==> src/inc/mhl_consts.vh <==
// constants for the memory card host link write engine
`ifndef MHL_CONSTS_VH
`define MHL_CONSTS_VH
`define MHL_WIDTH_1 2'h0
`define MHL_WIDTH_4 2'h1
`define MHL_WIDTH_8 2'h2
`define MHL_CMD_BITS 8'h30
`define MHL_RSP_BITS 8'h30
`define MHL_CMD_SEND_CSD 6'h09
`define MHL_CMD_SET_BLKLEN 6'h10
`define MHL_CMD_SELECT 6'h07
`define MHL_CMD_WRITE 6'h18
`define MHL_CRC_STAT_BITS 3'h5
`define MHL_CRC_STAT_OK 3'h2
`define MHL_RSP_TIMEOUT 8'h40
`define MHL_STAT_TIMEOUT 8'h10
`define MHL_BLKLEN_W 12
`endif

==> src/rtl/mhl_buf2.v <==
// two-entry valid/ready buffer on the write data path
`timescale 1ns/1ps
`default_nettype none
module mhl_buf2 (
  input wire clk, // function clock
  input wire rst, // synchronous reset
  input wire [7:0] in_data, // byte from user
  input wire in_valid, // byte offered
  output wire in_ready, // buffer has room
  output wire [7:0] out_data, // oldest byte
  output wire out_valid, // byte available
  input wire out_ready // consumer takes byte
);
  reg [7:0] mem_r [0:1];
  reg [1:0] cnt_r;
  reg rd_r;
  reg wr_r;
  wire push;
  wire pop;
  assign in_ready = (cnt_r != 2'h2);
  assign out_valid = (cnt_r != 2'h0);
  assign out_data = mem_r[rd_r];
  assign push = in_valid && in_ready;
  assign pop = out_valid && out_ready;
  always @(posedge clk) begin
    if (rst) begin
      cnt_r <= 2'h0;
      rd_r <= 1'b0;
      wr_r <= 1'b0;
    end else begin
      if (push) begin
        mem_r[wr_r] <= in_data;
        wr_r <= ~wr_r;
      end
      if (pop)
        rd_r <= ~rd_r;
      cnt_r <= cnt_r + {1'b0, push} - {1'b0, pop};
    end
  end
endmodule // mhl_buf2
`default_nettype wire

==> src/rtl/mhl_write_link.v <==
// memory card host link: clock divider, command and block write engine
`timescale 1ns/1ps
`include "mhl_consts.vh"
`default_nettype none
module mhl_write_link (
  input wire clk, // function clock, 100 MHz
  input wire rst, // synchronous, active high
  input wire sd_mode, // 1 = sd host, 0 = mmc host
  input wire [1:0] bus_width_sel, // data width select
  input wire [7:0] clock_rate_divisor, // memory clock divisor
  input wire start, // begin write sequence pulse
  input wire [31:0] block_addr, // write command argument
  input wire [`MHL_BLKLEN_W-1:0] card_write_block_length, // bytes
  input wire [7:0] wr_data, // block byte stream
  input wire wr_valid, // byte offered
  output wire wr_ready, // byte accepted
  output reg busy, // sequence active
  output reg done, // sequence finished pulse
  output reg crc_reject, // card rejected block, sticky
  output reg rsp_timeout, // no response, sticky
  output reg card_busy_phase, // card programming
  output reg [119:0] csd_data, // captured csd bits
  output reg card_clock_pin, // memory clock out
  input wire card_cmd_in, // command pin level
  output reg card_cmd_out, // command pin drive value
  output reg card_cmd_oe, // command pin drive enable
  input wire [7:0] card_dat_in, // data pin levels
  output reg [7:0] card_dat_out, // data pin drive values
  output reg [7:0] card_dat_oe // data pin drive enables
);
  localparam S_IDLE = 4'h0, S_CMD = 4'h1, S_RWAIT = 4'h2, S_RSP = 4'h3;
  localparam S_NEXT = 4'h4, S_DSTART = 4'h5, S_DATA = 4'h6, S_CRC = 4'h7;
  localparam S_DEND = 4'h8, S_SWAIT = 4'h9, S_STAT = 4'hA, S_BUSY = 4'hB;
  localparam P_CSD = 2'h0, P_BLK = 2'h1, P_SEL = 2'h2, P_WR = 2'h3;
  // crc7 step for the command token
  function [6:0] crc7;
    input [6:0] c;
    input b;
    reg f;
    begin
      f = c[6] ^ b;
      crc7 = {c[5:3], c[2] ^ f, c[1:0], f};
    end
  endfunction
  // crc16 step per data line
  function [15:0] crc16;
    input [15:0] c;
    input b;
    reg f;
    begin
      f = c[15] ^ b;
      crc16 = {c[14:12], c[11] ^ f, c[10:5], c[4] ^ f, c[3:0], f};
    end
  endfunction
  reg s1_cmd_r, s2_cmd_r;
  reg [7:0] s1_dat_r, s2_dat_r;
  reg [7:0] div_cnt_r;
  // >= so a smaller divisor takes effect without a counter wrap
  wire tick_hit = (div_cnt_r >= clock_rate_divisor);
  wire tick_fall = tick_hit && card_clock_pin;
  wire tick_rise = tick_hit && !card_clock_pin;
  reg [3:0] st_r;
  reg [1:0] phase_r;
  reg [47:0] sh_r;
  reg [7:0] bit_r;
  reg [6:0] c7_r;
  reg [135:0] rsp_r;
  reg [`MHL_BLKLEN_W-1:0] byte_r;
  reg [7:0] cur_r;
  reg [2:0] sub_r;
  reg [4:0] cbit_r;
  reg [15:0] c16_r [0:7];
  reg [2:0] stat_r;
  wire [7:0] buf_data;
  wire buf_valid;
  reg buf_take;
  wire cmd_s = s2_cmd_r;
  wire dat0_s = s2_dat_r[0];
  // taken from the fresh response, not the csd copy still being loaded
  wire [`MHL_BLKLEN_W-1:0] req_len = (`MHL_BLKLEN_W'h1 << rsp_r[83:80]);
  wire [2:0] bits_per;
  integer k;
  assign bits_per = (bus_width_sel == `MHL_WIDTH_8 && !sd_mode) ? 3'h0 :
    (bus_width_sel == `MHL_WIDTH_4) || (bus_width_sel == `MHL_WIDTH_8) ?
    3'h1 : 3'h7;
  mhl_buf2 u_buf (
    .clk(clk),
    .rst(rst),
    .in_data(wr_data),
    .in_valid(wr_valid),
    .in_ready(wr_ready),
    .out_data(buf_data),
    .out_valid(buf_valid),
    .out_ready(buf_take)
  );
  // pins pass two flops; second stage only is read
  always @(posedge clk) begin
    s1_cmd_r <= card_cmd_in;
    s2_cmd_r <= s1_cmd_r;
    s1_dat_r <= card_dat_in;
    s2_dat_r <= s1_dat_r;
  end
  // ticks share the pin's edge, so drive lands as the clock falls
  always @(posedge clk) begin
    if (rst) begin
      div_cnt_r <= 8'h00;
      card_clock_pin <= 1'b0;
    end else if (tick_hit) begin
      div_cnt_r <= 8'h00;
      card_clock_pin <= ~card_clock_pin;
    end else begin
      div_cnt_r <= div_cnt_r + 8'h01;
    end
  end
  always @(posedge clk) begin
    buf_take <= 1'b0;
    done <= 1'b0;
    if (rst) begin
      st_r <= S_IDLE;
      phase_r <= P_CSD;
      busy <= 1'b0;
      crc_reject <= 1'b0;
      rsp_timeout <= 1'b0;
      card_busy_phase <= 1'b0;
      csd_data <= 120'h0;
      card_cmd_out <= 1'b1;
      card_cmd_oe <= 1'b0;
      card_dat_out <= 8'hFF;
      card_dat_oe <= 8'h00;
      sh_r <= 48'h0;
      bit_r <= 8'h00;
      c7_r <= 7'h00;
      rsp_r <= 136'h0;
      byte_r <= {`MHL_BLKLEN_W{1'b0}};
      cur_r <= 8'h00;
      sub_r <= 3'h0;
      cbit_r <= 5'h00;
      stat_r <= 3'h0;
    end else begin
      case (st_r)
        S_IDLE: begin
          card_cmd_oe <= 1'b0;
          card_dat_oe <= 8'h00;
          if (start) begin
            busy <= 1'b1;
            crc_reject <= 1'b0;
            rsp_timeout <= 1'b0;
            phase_r <= P_CSD;
            sh_r <= {2'b01, `MHL_CMD_SEND_CSD, 32'h0, 8'h01};
            st_r <= S_CMD;
            bit_r <= 8'h00;
            c7_r <= 7'h00;
          end
        end
        S_CMD: if (tick_fall) begin
          card_cmd_oe <= 1'b1;
          if (bit_r < 8'h28) begin
            card_cmd_out <= sh_r[47];
            c7_r <= crc7(c7_r, sh_r[47]);
          end else if (bit_r < 8'h2F) begin
            card_cmd_out <= c7_r[6];
            c7_r <= {c7_r[5:0], 1'b0};
          end else begin
            card_cmd_out <= 1'b1;
          end
          sh_r <= {sh_r[46:0], 1'b0};
          bit_r <= bit_r + 8'h01;
          if (bit_r == `MHL_CMD_BITS) begin
            card_cmd_oe <= 1'b0;
            bit_r <= 8'h00;
            st_r <= S_RWAIT;
          end
        end
        S_RWAIT: if (tick_rise) begin
          bit_r <= bit_r + 8'h01;
          if (!cmd_s) begin
            rsp_r <= 136'h0;
            bit_r <= 8'h01;
            st_r <= S_RSP;
          end else if (bit_r == `MHL_RSP_TIMEOUT) begin
            rsp_timeout <= 1'b1;
            st_r <= S_IDLE;
            busy <= 1'b0;
            done <= 1'b1;
          end
        end
        S_RSP: if (tick_rise) begin
          rsp_r <= {rsp_r[134:0], cmd_s};
          bit_r <= bit_r + 8'h01;
          if (bit_r == ((phase_r == P_CSD) ? 8'h87 : 8'h2F))
            st_r <= S_NEXT;
        end
        S_NEXT: begin
          bit_r <= 8'h00;
          c7_r <= 7'h00;
          st_r <= S_CMD;
          case (phase_r)
            P_CSD: begin
              csd_data <= rsp_r[119:0];
              if (req_len != card_write_block_length) begin
                phase_r <= P_BLK;
                sh_r <= {2'b01, `MHL_CMD_SET_BLKLEN,
                  {(32-`MHL_BLKLEN_W){1'b0}}, card_write_block_length, 8'h01};
              end else begin
                phase_r <= P_SEL;
                sh_r <= {2'b01, `MHL_CMD_SELECT, 32'h0, 8'h01};
              end
            end
            P_BLK: begin
              phase_r <= P_SEL;
              sh_r <= {2'b01, `MHL_CMD_SELECT, 32'h0, 8'h01};
            end
            P_SEL: begin
              phase_r <= P_WR;
              sh_r <= {2'b01, `MHL_CMD_WRITE, block_addr, 8'h01};
            end
            default: begin
              byte_r <= {`MHL_BLKLEN_W{1'b0}};
              st_r <= S_DSTART;
            end
          endcase
        end
        S_DSTART: if (tick_fall && buf_valid) begin
          for (k = 0; k < 8; k = k + 1)
            c16_r[k] <= 16'h0;
          card_dat_oe <= (bits_per == 3'h0) ? 8'hFF :
            (bits_per == 3'h1) ? 8'h0F : 8'h01;
          card_dat_out <= 8'h00;
          cur_r <= buf_data;
          buf_take <= 1'b1;
          sub_r <= 3'h0;
          st_r <= S_DATA;
        end
        S_DATA: if (tick_fall) begin
          if (bits_per == 3'h0) begin
            card_dat_out <= cur_r;
            for (k = 0; k < 8; k = k + 1)
              c16_r[k] <= crc16(c16_r[k], cur_r[k]);
          end else if (bits_per == 3'h1) begin
            card_dat_out <= {4'hF, cur_r[7:4]};
            for (k = 0; k < 4; k = k + 1)
              c16_r[k] <= crc16(c16_r[k], cur_r[k+4]);
            cur_r <= {cur_r[3:0], 4'h0};
          end else begin
            card_dat_out <= {7'h7F, cur_r[7]};
            c16_r[0] <= crc16(c16_r[0], cur_r[7]);
            cur_r <= {cur_r[6:0], 1'b0};
          end
          sub_r <= sub_r + 3'h1;
          if (sub_r == bits_per) begin
            sub_r <= 3'h0;
            byte_r <= byte_r + 1'b1;
            if (byte_r + 1'b1 == card_write_block_length) begin
              cbit_r <= 5'h00;
              st_r <= S_CRC;
            end else begin
              cur_r <= buf_data; // stall-free: buffer holds next byte
              buf_take <= 1'b1;
            end
          end
        end
        S_CRC: if (tick_fall) begin
          for (k = 0; k < 8; k = k + 1) begin
            card_dat_out[k] <= c16_r[k][15];
            c16_r[k] <= {c16_r[k][14:0], 1'b0};
          end
          cbit_r <= cbit_r + 5'h01;
          if (cbit_r == 5'h0F)
            st_r <= S_DEND;
        end
        S_DEND: if (tick_fall) begin
          card_dat_out <= 8'hFF;
          cbit_r <= 5'h11;
          // end bit stands one full card clock before release
          if (cbit_r == 5'h11) begin
            card_dat_oe <= 8'h00;
            bit_r <= 8'h00;
            st_r <= S_SWAIT;
          end
        end
        S_SWAIT: if (tick_rise) begin
          bit_r <= bit_r + 8'h01;
          if (!dat0_s) begin
            bit_r <= 8'h00;
            st_r <= S_STAT;
          end else if (bit_r == `MHL_STAT_TIMEOUT) begin
            rsp_timeout <= 1'b1;
            busy <= 1'b0;
            done <= 1'b1;
            st_r <= S_IDLE;
          end
        end
        S_STAT: if (tick_rise) begin
          stat_r <= {stat_r[1:0], dat0_s};
          bit_r <= bit_r + 8'h01;
          if (bit_r == {5'h00, `MHL_CRC_STAT_BITS} - 8'h03) begin
            crc_reject <= ({stat_r[1:0], dat0_s} != `MHL_CRC_STAT_OK);
            st_r <= S_BUSY;
            bit_r <= 8'h00;
          end
        end
        S_BUSY: if (tick_rise) begin
          bit_r <= 8'h01;
          card_busy_phase <= !dat0_s;
          if (dat0_s && bit_r != 8'h00) begin
            card_busy_phase <= 1'b0;
            busy <= 1'b0;
            done <= 1'b1;
            st_r <= S_IDLE;
          end
        end
        default: st_r <= S_IDLE;
      endcase
    end
  end
endmodule // mhl_write_link
`default_nettype wire

==> config.mk <==
export PLATFORM = sky130hd
export DESIGN_NAME = mhl_write_link
export DESIGN_NICKNAME = d
export VERILOG_FILES = /design/src/rtl/mhl_buf2.v /design/src/rtl/mhl_write_link.v
export VERILOG_INCLUDE_DIRS = /design/src /design/src/inc
export SDC_FILE = /design/constraint.sdc
export NUM_CORES = 1
export LEC_CHECK = 0
export ABC_AREA = 1
export BUFFER_PORTS_ARGS = -buffer_cell sky130_fd_sc_hd__buf_4
export CAP_MARGIN = 20
export CORE_AREA = 2 2 225 227
export CTS_BUF_LIST = sky130_fd_sc_hd__clkbuf_4 sky130_fd_sc_hd__clkbuf_8
export DETAILED_ROUTE_END_ITERATION = 8
export DIE_AREA = 0 0 227 229
export PLACE_DENSITY = 0.69
export SETUP_SLACK_MARGIN = 0.5
export SLEW_MARGIN = 20
export SYNTH_ARGS = -nofsm -noshare
export SYNTH_HDL_FRONTEND = slang
export SYNTH_SLANG_ARGS = --single-unit
==> constraint.sdc <==
create_clock -name clk -period 3.1 [get_ports clk]
set_input_delay 0.155 -clock clk [delete_from_list [all_inputs] [get_ports clk]]
set_output_delay 0.155 -clock clk [all_outputs]
set_load 0.005 [all_outputs]
# ---- After elaboration in Yosys (flattened, before gate mapping)
# Memory sizes are Yosys's and may differ from the RTL's. A register that Yosys moved wholly into a read port is not among the register bits.
# Index checks and enable logic that the tools add are counted.
dict set report word_totals {
  register_bits 380
  mem_bits_rw 144
  memories 2
}
# memory words width rd rd_ports_with_merged_regs wr line_no
set mem_list {}
lappend mem_list {c16_r 8 16 8 0 8 mhl_write_link.v:72} ;# reg [15:0] c16_r [0:7];
lappend mem_list {u_buf.mem_r 2 8 1 1 1 mhl_buf2.v:14} ;# reg [7:0] mem_r [0:1];
dict set report classes {
  add_sub_neg 7
  n_lt_le_gt_ge 3
  eq_ne 57
  shifts 1
  n_mux 183
  bitwise 65
  reduce_logical 50
}
# cell count
set op_table {}
lappend op_table {{120-bit two-way mux} 3}
lappend op_table {{16-bit two-way mux} 21}
lappend op_table {{48-bit case mux with 3 select lines} 2}
lappend op_table {{120-bit case mux with 2 select lines} 1}
lappend op_table {{8-bit two-way mux} 27}
lappend op_table {{4-bit two-way mux} 25}
lappend op_table {{48-bit two-way mux} 2}
lappend op_table {{8-bit case mux with 9 select lines} 1}
lappend op_table {{1-bit two-way mux} 64}
lappend op_table {{2-bit != test (second input constant)} 26}
lappend op_table {{4-bit case mux with 12 select lines} 1}
lappend op_table {{45-bit two-way mux} 1}
lappend op_table {{1-bit bitwise XOR} 41}
lappend op_table {{12-bit two-way mux} 3}
lappend op_table {{8-bit case mux with 4 select lines} 1}
lappend op_table {{7-bit two-way mux} 4}
lappend op_table {{5-bit two-way mux} 5}
lappend op_table {{12-bit case mux with 2 select lines} 1}
lappend op_table {{8-bit case mux with 3 select lines} 1}
lappend op_table {{4-bit AND reduction} 6}
lappend op_table {{1-bit bitwise OR} 21}
lappend op_table {{7-bit case mux with 3 select lines} 1}
lappend op_table {{21-bit AND reduction} 1}
lappend op_table {{10-bit AND reduction} 2}
lappend op_table {{other kinds (58)} 105}

# ---- Longest topological paths before layout
dict set report depth {
  ltp_word 14
  depth_mapped 17
  depth_no_buf 17
}

# ---- Cells and area by module
# Synthesis repeated with hierarchy kept, for this count alone.
dict set report unflattened {
  hier_cells 2793
  hier_area_um2 22308.9
}
# module n_inst cells_per_inst area_each_um2 seq_area_each_um2
set modules_own_cells {}
lappend modules_own_cells {mhl_write_link 1 2730 21439.3 11230.8}
lappend modules_own_cells {mhl_buf2 1 63 869.6 580.6}

# ---- Worst setup path after synthesis
# OpenSTA, ideal clock, no wires.
dict set report synth_timing {
  path_type {reg-to-reg}
  start {reg div_cnt_r[7]}
  end {mem c16_r[1][0], in the netlist c16_r[0][16], enable pin}
  setup_time_ns 0.406
  t_arrival_ns 2.856
  t_required_ns 2.694
  path_slack_ns -0.163
  path_stages_with_launch 13
  period_less_slack_ns 3.263
  cell_sequence {dfxtp_1 > ha_1 > nand2_1 > nor2_1 > nand4_1 > nand3_2 > nand2_4 > nor3_4 > inv_2 > nand2_2 > inv_2 > buf_2 > nand2_1}
}
# item line_no
set synth_lines {}
lappend synth_lines {{start: declaration} mhl_write_link.v:57} ;# reg [7:0] div_cnt_r;
lappend synth_lines {{start signal: assignment} mhl_write_link.v:112} ;# div_cnt_r <= div_cnt_r + 8'h01;
lappend synth_lines {{end: declaration} mhl_write_link.v:72}

# ---- Worst setup path in the final report
dict set report layout_timing {
  start {reg div_cnt_r[5]}
  end {reg rsp_r[3]}
}
dict set report layout_via {
  elab_chain_cells 4
  elab_cells_between_ends 5
}
# item line_no
set layout_rtl {}
lappend layout_rtl {{8-bit greater-or-equal comparator (*)} mhl_write_link.v:59} ;# wire tick_hit = (div_cnt_r >= clock_rate_divisor);
lappend layout_rtl {{1-bit logical AND (*)} mhl_write_link.v:61} ;# wire tick_rise = tick_hit && !card_clock_pin;
lappend layout_rtl {{2-bit != test (no line)} -}
lappend layout_rtl {{4-bit AND reduction (no line) (*)} -}
lappend layout_rtl {{end signal: assignment} mhl_write_link.v:188} ;# rsp_r <= {rsp_r[134:0], cmd_s};
lappend layout_rtl {{end: declaration} mhl_write_link.v:67} ;# reg [135:0] rsp_r;
# Every way passes the cells marked *; elsewhere a longest branch is shown, timed or not.
# A chain may end at the register's enable or synchronous reset.

==> flow_summary.json <==
{
  "dp_slack_ps": 345,
  "wl_per_cell_um": 14.9,
  "cts_tree": "yes",
  "clock-sinks": 520,
  "syn_inst": 2763,
  "wl_mm": 56.1,
  "vias": 19300,
  "maxCapViolCount": 0,
  "powerDensity_nw_per_um2": 652,
  "start_util_pct": 44.3,
  "yosysTopAreaCellShare_pct": 34.6,
  "worstPathCellList": "ha_1, nand2_1, nor2_1, nand4_1, nand3_4, buf_6, nand2_4, a21oi_2, clkinv_2, buf_16, nand2_1, a21oi_1",
  "antenna_found_initial": 2,
  "synthArstFlopShare_pct": 0,
  "clk_latency_ps": 670,
  "critPathMaxFanout": 120,
  "drive_gt1_share_pct": 16.2,
  "cts.clk_slew.worst_paths_ps": 60,
  "cts_buffers": 87,
  "skew_ps": 28.6,
  "rsz0062_at_grt": "yes",
  "ir_worst_vdd_uv": 807,
  "fill_cells": 4558,
  "path_common_cell": "nand2_1",
  "grt_max_degree": 159,
  "syn_avg_cell_area_um2": 7.97,
  "place_congestion": 0.866,
  "finalHoldViolCount": 0,
  "row_count": 82,
  "worstSetupEndpointType": "register",
  "dp_hpwl_mm": 34.5,
  "finalCritPeriodShare_pct": 79.4,
  "drt_first_iter_violations": 1664,
  "cp_slowest_cell": "dfxtp_1",
  "die_height_um": 229,
  "synth_edf_count": 140,
  "hold_class": "in2reg",
  "grt_usage_pct": 20.6,
  "internal-power_mw": 12.2,
  "htree_num_levels": 3,
  "setup_slack_ps": 639,
  "worst_slew_pin_slew_ps": 1050,
  "port_buffers": 213,
  "die_w_um": 227,
  "syn2layout_area_growth_pct": 22.9,
  "grt_first_pass_wirelength_mm": 87.9,
  "placed_cells": 3521,
  "cpLargestDelayFamily": "simple AND/OR/NAND/NOR gates",
  "synthFlopType": "dfxtp_1",
  "cp.required_ps": 3620,
  "syn_nets": 2863,
  "finalSetupViolCount": 0,
  "cts_root_buffer": "clkbuf_8",
  "layout.cells.non_filler": 3761,
  "period_minus_slack_ps": 2460,
  "finalSetupTns_ps": 0,
  "gr-total-overflow": 0,
  "pwr-share-comb_pct": 20.1,
  "design.core.area_um2": 49700,
  "cp.arrival_ps": 2980,
  "critPathLaunchType": "register",
  "drt_drc_violations_left": 0,
  "seqCellArea_um2": 11800,
  "yosysTopAreaCell": "dfxtp_1",
  "sequentialPowerShare_pct": 43.0,
  "nNetsFinal": 3119,
  "p_clk_share_pct": 36.8,
  "synth_area_leaders": "dfxtp_1 (35%), edfxtp_1 (19%), nand2_1 (12%)",
  "status": "completed",
  "critical_path.max_stage_delay_ps": 340,
  "drt_first_pass_iters": 6,
  "fp.dieArea_um2": 52000,
  "fmax_mhz": 406,
  "postRouteAntennaNets": 0,
  "sw_frac_of_total_pct": 31.1,
  "grt_pass1_vias": 18000,
  "criticalPathCategory": "reg2reg",
  "power_mw": 17.6,
  "routed_via_density": 5.14,
  "p_leak_nw": 10.9,
  "ios": 221,
  "yosysWarningCount": 0,
  "yosysUniqueCellTypes": 51,
  "clockBufferDepth": 3,
  "ys_ff_latch": 520,
  "netlist_area_um2": 22000,
  "critPathBufInv": 3,
  "max-slew-margin-rel_pct": 30.2,
  "slew_violations": 0,
  "ys_seq_area_share_pct": 53.6,
  "p_switching_mw": 5.49,
  "multi_input_area_um2": 8700
}
[synth_stat cells, types with 6 or more instances]
cell type and number:
ha_1 24, or2_2 6, o21ai_0 99, clkbuf_1 103
o22ai_1 10, a21oi_1 342, dfxtp_1 380, nand3_1 240
edfxtp_1 140, buf_2 40, nand2_2 14, a31oi_1 21
buf_4 6, nand2_1 694, xor2_1 24, nor3_1 17
inv_1 248, nor2_1 251, inv_2 13, nand4_1 19
nor2_2 7
[layer usage]
layer | GRT usage (%) | vias up | wire length [um]
met2 | 32.8 | 621 | 26100
li1 | - | 9542 | -
met1 | 26.9 | 9037 | 24800
met4 | 9.33 | 0 | 1870
met3 | 4.21 | 120 | 3390
met5 | 0 | - | 0
[final cells by class]
class / count / share of cell area, %
diodes: 2 / 0.0185
clock buffers: 136 / 6.20
clock inverters: 21 / 0.800
inverters: 262 / 3.68
multi-input cells: 1826 / 32.2
flip-flops and latches: 520 / 43.6
well taps: 672 / 3.11
repair buffers: 322 / 10.4
[per-stage QoR]
stage / cell area [um^2] / utilization [%] / hold slack, ps
2_1_floorplan: 22000 / - / 183
3_3_place_gp: 24100 / 48.6 / 264
3_5_place_dp: 24100 / 48.6 / 261
4_1_cts: 26700 / 53.7 / 28.4
5_1_grt: 27100 / 54.5 / 103
6_report: 27100 / 54.5 / 101
[power by group through the flow]
stage	clock network [mW]	logic, mW	registers [mW]
after floorplan	0	2.39	7.66
after global placement	0	3.24	7.70
after detailed placement	0	3.30	7.72
after CTS	6.67	3.37	7.58
after global routing	6.98	3.92	7.63
final	6.50	3.55	7.59
[worst register-to-register path: stages, from the launching register on]
cell and delay (ps):
dfxtp_1 340, ha_1 310, nand2_1 50, nor2_1 120
nand4_1 190, nand3_4 150, buf_6 150, nand2_4 110
a21oi_2 150, clkinv_2 100, buf_16 200, nand2_1 390
a21oi_1 80
[kinds of logic after synthesis]
kind of cell,share of synthesized area (%)
AOI/OAI and AO/OA,11.8
xor gates and xnor gates,1.15
adders and majority gates,1.36
buffers and inverters,7.55
DFF,53.6
muxes,0.392
and+or+nand+nor,24.1
[registers in the layout, summed over array words and instances, names as in the netlist, 3 cells and up, named ones only]
name and flops:
st_r 4, csd_data 120, byte_r 12, c16_r 128, u_buf.mem_r 16, sh_r 48
rsp_r 120, bit_r 8, cur_r 8, card_dat_oe 3, cbit_r 5, c7_r 7
div_cnt_r 8, card_dat_out 8, sub_r 3
[placed cells by master, fill, tap and decap left out, drive strengths merged, types with 16 or more instances in the layout]
master | netlist | routed
nor3 | 19 | 19
nand2 | 709 | 709
dfxtp | 380 | 380
xor2 | 24 | 24
nor2 | 263 | 263
edfxtp | 140 | 140
o21ai | 104 | 104
nand3 | 243 | 243
ha | 24 | 24
clkbuf | 104 | 140
nand4 | 19 | 19
a21oi | 343 | 343
clkinv | 1 | 16
a31oi | 21 | 21
buf | 51 | 262
dlygate4sd3 | 0 | 56
inv | 261 | 264
[what timing repair did]
| item | in CTS | in global routing |
|---|---|---|
| endpoints found under the hold margin | 112 | 0 |
| hold buffers | 56 | 0 |
| setup endpoints to repair | 204 | 394 |
| cloned | 0 | 5 |
| pin swaps | 0 | 11 |
| gates resized for setup | 10 | 40 |
| buffers inserted | 5 | 15 |
[final timing paths]
path | start | end | slack (ps) | depth (start not counted)
worst max-delay path | div_cnt_r[5] | rsp_r[3] | 640 | 12
worst min-delay path | sd_mode | card_dat_oe[6] | 100 | 6
worst max register to register | div_cnt_r[5] | rsp_r[3] | 640 | 12
worst min register to register | s1_cmd_r | cmd_s | 330 | 0
Note: power is estimated with default switching activity, not from simulation.
